<file path="src/hdl/serial_word_pkg.sv">
// Purpose: shared constants for the serial word write port
// Assumes: 16-bit words, msb first
// Notes: field positions of the received command word
`default_nettype none
package serial_word_pkg;
   localparam int WORD_BITS = 16;
   localparam int CTRL_MSB = 15;
   localparam int CTRL_LSB = 12;
   localparam int ADDR_MSB = 11;
   localparam int ADDR_LSB = 8;
   localparam int DATA_MSB = 7;
   localparam int DATA_LSB = 0;
   localparam int SYNC_STAGES = 2;
   localparam logic [15:0] WORD_RESET = 16'h0000;
   localparam logic [4:0] COUNT_RESET = 5'h00;
endpackage
`default_nettype wire

</file>
<file path="src/hdl/word_if.sv">
// Purpose: carries a decoded word from the shifter to the top
// Assumes: single clock domain
// Notes: valid is a one-cycle pulse
`default_nettype none
interface word_if;
   logic valid;
   logic [3:0] ctrl;
   logic [3:0] addr;
   logic [7:0] data;
   logic [15:0] word;
   modport source (output valid, output ctrl, output addr, output data, output word);
   modport sink (input valid, input ctrl, input addr, input data, input word);
endinterface
`default_nettype wire

</file>
<file path="src/hdl/serial_word_write_port.sv">
// Purpose: write-only three-wire serial input port of a waveform generator
// Assumes: shift clock well below MCLK/2; pins synchronised to MCLK
// Notes: link clock edges are found by sampling, not used as a clock
//
// Operation
// - data is sampled at each falling shift clock edge while the frame select is low.
// - each run of sixteen bits inside a frame forms one word; a frame may carry several words.
// - bits travel most significant first.
// - top four bits are control, next four the address, low eight the data.
`default_nettype none
module serial_word_write_port (
   // clock and reset
   input wire logic MCLK,
   input wire logic RST,
   // serial link pins
   input wire logic SCLK,
   input wire logic SERIAL_DATA_IN,
   input wire logic FRAME_SELECT_N,
   // received word
   output logic WORD_VALID,
   output logic [15:0] WORD,
   output logic [3:0] WORD_CTRL,
   output logic [3:0] WORD_ADDR,
   output logic [7:0] WORD_DATA,
   output logic FRAME_ERROR
);
   // pin bank order: shift clock, data, frame select; reset to the idle levels
   localparam int PIN_COUNT = 3;
   localparam logic [2:0] PIN_IDLE = 3'h5;
   wire logic [2:0] pin_raw;
   wire logic [2:0] pin_sync;
   logic sclk_prev;
   logic fs_prev;
   logic active;
   logic [4:0] edges;
   logic frame_error;
   word_if word_bus ();

   assign pin_raw = {SCLK, SERIAL_DATA_IN, FRAME_SELECT_N};

   for (genvar p = 0; p < PIN_COUNT; p++) begin : g_sync
      logic [serial_word_pkg::SYNC_STAGES-1:0] stage;
      always_ff @(posedge MCLK) begin
         if (RST) begin
            stage <= {serial_word_pkg::SYNC_STAGES{PIN_IDLE[p]}};
         end else begin
            stage <= {stage[serial_word_pkg::SYNC_STAGES-2:0], pin_raw[p]};
         end
      end
      // only the last stage leaves the bank, so no logic sees a metastable bit
      assign pin_sync[p] = stage[serial_word_pkg::SYNC_STAGES-1];
   end

   always_ff @(posedge MCLK) begin
      if (RST) begin
         sclk_prev <= 1'b1;
         fs_prev <= 1'b1;
      end else begin
         sclk_prev <= pin_sync[2];
         fs_prev <= pin_sync[0];
      end
   end

   // sync delay is equal on all pins, so relative timing is kept
   wire frame_low = !pin_sync[0];
   wire sclk_fall = sclk_prev && !pin_sync[2];
   wire bit_strobe = sclk_fall && frame_low && active;
   wire fs_rise = !fs_prev && pin_sync[0];
   // a frame ending after a partial word drops it
   wire short_frame = fs_rise && (edges != 5'h00);

   always_ff @(posedge MCLK) begin
      if (RST) begin
         active <= 1'b0;
         edges <= 5'h00;
         frame_error <= 1'b0;
      end else begin
         active <= frame_low;
         if (fs_rise || !frame_low) begin
            edges <= 5'h00;
         end else if (bit_strobe) begin
            edges <= (edges == 5'(serial_word_pkg::WORD_BITS - 1)) ? 5'h00 : edges + 5'h01;
         end
         frame_error <= short_frame;
      end
   end

   word_shifter #(
      .WIDTH(serial_word_pkg::WORD_BITS)
   ) u_shifter (
      .clk(MCLK),
      .rst(RST),
      .bit_strobe(bit_strobe),
      .bit_value(pin_sync[1]),
      .frame_abort(short_frame || !frame_low),
      .out(word_bus.source)
   );

   assign WORD_VALID = word_bus.valid;
   assign WORD = word_bus.word;
   assign WORD_CTRL = word_bus.ctrl;
   assign WORD_ADDR = word_bus.addr;
   assign WORD_DATA = word_bus.data;
   assign FRAME_ERROR = frame_error;
endmodule
`default_nettype wire

</file>
<file path="src/hdl/word_shifter.sv">
// Purpose: shifts sampled bits into a word and decodes the fields
// Assumes: bit_strobe marks a falling shift clock edge inside a frame
// Notes: frame_abort drops a partial word
`default_nettype none
module word_shifter #(
   parameter int WIDTH = serial_word_pkg::WORD_BITS
) (
   // clock and reset
   input wire logic clk,
   input wire logic rst,
   // sampled link events
   input wire logic bit_strobe,
   input wire logic bit_value,
   input wire logic frame_abort,
   // decoded word
   word_if.source out
);
   logic [WIDTH-1:0] shift;
   logic [4:0] count;
   logic [WIDTH-1:0] next_shift;
   wire last_bit = bit_strobe && (count == 5'(WIDTH - 1));

   // msb arrives first, so shift toward the top
   assign next_shift = {shift[WIDTH-2:0], bit_value};

   always_ff @(posedge clk) begin
      if (rst || frame_abort) begin
         count <= serial_word_pkg::COUNT_RESET;
      end else if (last_bit) begin
         count <= serial_word_pkg::COUNT_RESET;
      end else if (bit_strobe) begin
         count <= count + 5'h01;
      end
   end

   always_ff @(posedge clk) begin
      if (rst) begin
         shift <= serial_word_pkg::WORD_RESET;
      end else if (bit_strobe) begin
         shift <= next_shift;
      end
   end

   always_ff @(posedge clk) begin
      if (rst) begin
         out.valid <= 1'b0;
         out.word <= serial_word_pkg::WORD_RESET;
         out.ctrl <= 4'h0;
         out.addr <= 4'h0;
         out.data <= 8'h00;
      end else begin
         out.valid <= last_bit && !frame_abort;
         if (last_bit && !frame_abort) begin
            out.word <= next_shift;
            out.ctrl <= next_shift[serial_word_pkg::CTRL_MSB:serial_word_pkg::CTRL_LSB];
            out.addr <= next_shift[serial_word_pkg::ADDR_MSB:serial_word_pkg::ADDR_LSB];
            out.data <= next_shift[serial_word_pkg::DATA_MSB:serial_word_pkg::DATA_LSB];
         end
      end
   end
endmodule
`default_nettype wire

</file>
<file path="config.mk">
export PLATFORM = sky130hd
export DESIGN_NAME = serial_word_write_port
export DESIGN_NICKNAME = d
export VERILOG_FILES = /design/src/hdl/serial_word_pkg.sv /design/src/hdl/word_if.sv /design/src/hdl/serial_word_write_port.sv /design/src/hdl/word_shifter.sv
export SDC_FILE = /design/constraint.sdc
export NUM_CORES = 1
export LEC_CHECK = 0
export ABC_AREA = 1
export ABC_CLOCK_PERIOD_IN_PS = 2850
export BUFFER_PORTS_ARGS = -buffer_cell sky130_fd_sc_hd__clkbuf_2
export CAP_MARGIN = 10
export CORE_ASPECT_RATIO = 1.2
export CORE_MARGIN = 5
export CORE_UTILIZATION = 58
export DETAILED_ROUTE_END_ITERATION = 12
export PLACE_DENSITY_LB_ADDON = 0.08
export SKIP_LAST_GASP = 1
export SYNTH_ARGS = -nofsm -noshare
export SYNTH_HDL_FRONTEND = slang
export SYNTH_SLANG_ARGS = --single-unit
</file>
<file path="constraint.sdc">
create_clock -name MCLK -period 2.85 [get_ports MCLK]
set_input_delay 0.1425 -clock MCLK [delete_from_list [all_inputs] [get_ports MCLK]]
set_output_delay 0.1425 -clock MCLK [all_outputs]
set_load 0.02 [all_outputs]
</file>
# Word-level counts from Yosys, hierarchy flattened
# Index checks and enable logic that the tools add are counted.
# word_totals
ff_bits	68
input_bits	5
wordCells	37
# classes
n_addsub	2
eq_ne	2
n_mux	1
reduce_logical	17
# ops
op	count
$add 5x1->5 const B	2
$eq 5x4->1 const B	2
$logic_and 1x1->1	7
$mux 5	1
$reduce_bool 5->1	1
$logic_not 1->1	4
$reduce_or 2->1	2
$logic_or 1x1->1	3

# Depth between registers and ports, before layout
# depth
word_depth	6
depth_mapped	9

# By module
# A second synthesis with hierarchy kept.
# unflattened
hier_cells	255
area_unflattened_um2	2227.1
# by_module_without_submodules
module	n_inst	cells_per_inst	area_per_inst_um2	seq_area_each_um2
word_shifter	1	188	1621.6	740.7
serial_word_write_port	1	67	605.6	300.3

# Worst setup path after synthesis
# OpenSTA, ideal clock, no wires.
# synth_path
path_type	reg-to-reg
startpoint	register u_shifter.count[0]
endpoint	register u_shifter.out.addr[1]
setup_ps	121
t_arrival_ps	1400
required_ps	2729
slack_ps	1329
path_stages_with_launch	10
path_cell_list	dfxtp_1 > ha_1 > inv_1 > nor3_1 > ha_1 > buf_2 > nand2_2 > buf_4 > nand3_1 > o21ai_0
# synth_via
elab_chain_len	3
# synth_rtl
element	line	rtl
start: declaration	word_shifter.sv:19	logic [4:0] count;
start signal: assignment	word_shifter.sv:28	count <= serial_word_pkg::COUNT_RESET;
start signal: assignment	word_shifter.sv:30	count <= serial_word_pkg::COUNT_RESET;
start signal: assignment	word_shifter.sv:32	count <= count + 5'h01;
$eq 5x4->1	word_shifter.sv:21	wire last_bit = bit_strobe && (count == 5'(WIDTH - 1));
$logic_and 1x1->1	word_shifter.sv:21	
$logic_and 1x1->1	word_shifter.sv:53	if (last_bit && !frame_abort) begin
end signal: assignment	word_shifter.sv:56	out.addr <= next_shift[serial_word_pkg::ADDR_MSB:serial_word_pkg::ADDR_LSB];
end: declaration	word_if.sv:11	modport source (output valid, output ctrl, output addr, output data, output word);
# No other way between the ends.
# A chain may end at the register's enable or synchronous reset.

# Worst setup path after layout
# layout_path
startpoint	register u_shifter.count[0]
endpoint	register u_shifter.count[1]
# layout_via
elab_chain_len	3
word_cells_on_any_way	4
cone_classes	add/sub: 1; eq/ne: 1; reduce/logical: 2
# layout_rtl
element
branches (longest 3 deep; another with $add 5x1->5)
# Parallel ways; which one is timed is not known.

==> metrics.txt <==
status finished, final reports clean; top sig layer met4; clk_skew 0.00560 ns; Area Overhead vs Synth 5.70%; Hold Crit Class in -> reg; Synthesized Nets 259; RSZ-0062 raised after global routing false; Final GP Congestion 0.735; first-pass GRT wire length 6310 microns; Combinational Power Share 0.020; vias in the first global route 1450; main combinational cell family by area after synthesis simple AND/OR/NAND/NOR gates; Switching Fraction 0.208; clock sinks 52; post-route minimum period 1.82 ns; Crit path buffers/inverters 1; CTS Hold Bufs 0; post-synthesis mux area share 0; Critical-path top delay cell ha_1; Psw 238 uW; cells after synthesis 250; CP Max Fanout 17; fraction of layout instances using a drive strength above 1 0.201; Post-Syn Area 0.00204 sq mm; Final TNS setup 0 ns; post-synthesis register bit count 52; Starting Density 0.606; max capacitance violation total 0; adder-cell share of the synthesized area 0.0245; Overflow after GRT 0; cells along the critical path ha_1 -> inv_1 -> nor3_1 -> ha_1 -> nand2_2 -> nand2_1 -> a21oi_1; crit-path most repeated cell ha_1; largest net degree at the start of global routing 30; Buffers on Ports 38; Die X-Extent 64.2 microns; max-slew violations 0; Tot GR Track Use 0.168; met2 WL 1850 microns; CTS tree yes; Antenna diodes 0; Die H 75.0 microns; dpl ws 1.02 ns; worst vdd ir 0.423 mV; power per cell area 530 mW/mm^2; final hold viol count 0; Worst Path Arrival 2.01 ns; Netlist cell types 21; Worst Tran Pin Value 0.824 ns; clk slew on worst S/H paths 0.08 ns; Setup Buffers After CTS 0; fin cells 306; initial antenna violation count 0; Total Wirelength 3680 microns; final setup vio count 0; static leakage 0.907 nW; worst skew pair latency 0.30 ns; TritonRoute pass-1 iters 4; Metal-1 WL 1560 microns; Critical Path RT 3.04 ns; Tot Pwr 1.14 mW; sequential fraction of the synthesis area 0.510; DP Wirelength 2620 microns; Nets 278; met3 WL 206 microns; Cell Rows 23; clock power share 0.339; internal power 906 uW; CP top delay family simple AND/OR/NAND/NOR gates; Mapped Avg Cell Area 8.16 sq um; CP startpoint kind register; setup ws final 1.03 ns; root buffer selected by CTS clkbuf_8; period utilisation layout 0.640; crit path capture type register; remaining antenna violation count after routing 0; Die ar. 0.00481 sq mm; Remaining DRCs 0; via count 1568; drt initial violations 88; synth warn 0; xor/xnor share of the synthesized area 0.00429; simple-gate share of the synthesized area 0.218; DP Cell Count 299; Sequential Power Share 0.641; Wirelength per Cell 12.0 microns; total CTS buffers 5; fill count 325; I/O pin total 39; clk buf depth 2; core area 0.00337 sq mm; Max Freq 549 MHz; Slew headroom 0.449; # resized after CTS 0; critical path type reg -> reg; compound-cell area share of the yosys netlist 0.102; H-tree levels 2; CP peak stage delay 0.39 ns; drt via density 5.12
## synth_stat cells
| cell type | instances | area (sq um) |
|---|---|---|
| xor2_1 | 1 | 8.76 |
| inv_2 | 1 | 3.75 |
| or2_2 | 4 | 25.0 |
| o21ai_0 | 23 | 115 |
| dfxtp_1 | 52 | 1040 |
| nand2_2 | 2 | 12.5 |
| clkbuf_1 | 4 | 15.0 |
| buf_2 | 1 | 5.00 |
| buf_6 | 2 | 22.5 |
| nand3_2 | 1 | 10.0 |
| nor2_4 | 1 | 11.3 |
| inv_1 | 21 | 78.8 |
| nand2_1 | 37 | 139 |
| buf_12 | 1 | 20.0 |
| nor3_1 | 3 | 15.0 |
| o21a_1 | 1 | 7.51 |
| a21oi_1 | 17 | 85.1 |
| buf_4 | 19 | 143 |
| nor2_1 | 34 | 128 |
| nand3_1 | 21 | 105 |
| ha_1 | 4 | 50.1 |
## per-layer routing
| metal | vias to the layer above | global-route usage |
|---|---|---|
| met5 | - | 0 |
| met4 | 0 | 0.0679 |
| met3 | 7 | 0.0493 |
| met2 | 35 | 0.299 |
| met1 | 710 | 0.188 |
| li1 | 816 | - |
## power by group through the flow
| stage | registers [mW] | logic, mW | clock network (mW) |
|---|---|---|---|
| finish | 0.733 | 0.0228 | 0.387 |
| global route | 0.734 | 0.0269 | 0.430 |
| CTS | 0.733 | 0.0230 | 0.401 |
| detailed placement | 0.750 | 0.0229 | 0 |
| global placement | 0.750 | 0.0229 | 0 |
| floorplan | 0.750 | 0.0164 | 0 |
## flip-flops by register name (all words and copies together), names as in the netlist
register,flops
u_shifter.out.word,9
u_shifter.out.ctrl,4
active,1
edges,5
u_shifter.shift,15
u_shifter.count,5
sclk_prev,1
g_sync.stage,6
u_shifter.out.valid,1
u_shifter.out.addr,3
fs_prev,1
FRAME_ERROR,1
## layout by cell type, fill, tap and decap left out, drive strengths merged
| cell type | count |
|---|---|
| a21oi | 17 |
| buf | 1 |
| clkbuf | 44 |
| clkinv | 1 |
| dfxtp | 52 |
| ha | 4 |
| inv | 22 |
| nand2 | 39 |
| nand3 | 22 |
| nor2 | 35 |
| nor3 | 3 |
| o21a | 1 |
| o21ai | 23 |
| or2 | 4 |
| xor2 | 1 |
## path summary, 6_finish.rpt
kind,to,slack [ns],cells after the start,startpoint
min,g_sync[2].stage[0],0.03,2,SCLK
max,u_shifter.count[1],1.03,7,u_shifter.count[0]
max reg2reg,u_shifter.count[1],1.03,7,u_shifter.count[0]
min reg2reg,g_sync[1].stage[1],0.41,2,g_sync[1].stage[0]
## logic make-up (layout without fill, tap and decap cells)
group	after synthesis	after routing
XOR/XNOR	1	1
AO/OA/AOI/OAI	41	41
flip-flops	52	52
adder cells (fa/ha/maj)	4	4
AND/OR/NAND/NOR	103	103
buffers and inverters	49	68
## through the flow
step           cell area (sq um)  utilization  hold WS [ns]
2_1_floorplan               2040            -         0.246
3_3_place_gp                2080        0.618         0.326
3_5_place_dp                2080        0.618         0.332
4_1_cts                     2160        0.641        0.0164
5_1_grt                     2160        0.641        0.0191
6_report                    2160        0.641        0.0265
## worst reg2reg max path, cell delays in order (launching register included)
cell and delay (ns):
dfxtp_1 0.37, ha_1 0.18, inv_1 0.05, nor3_1 0.14, ha_1 0.39, nand2_2 0.28, nand2_1 0.24, a21oi_1 0.07
## final cells by class
cell class	count	area, sq um	share of cell area
Clock buffer	6	72.6	0.0336
Tap cell	37	46.3	0.0215
Timing Repair Buffer	39	198	0.0916
Clock inverter	1	5.00	0.00232
Multi-Input combinational cell	149	712	0.330
Inverter	22	82.6	0.0383
Sequential cell	52	1040	0.483
Note: power is estimated with default switching activity, not from simulation.
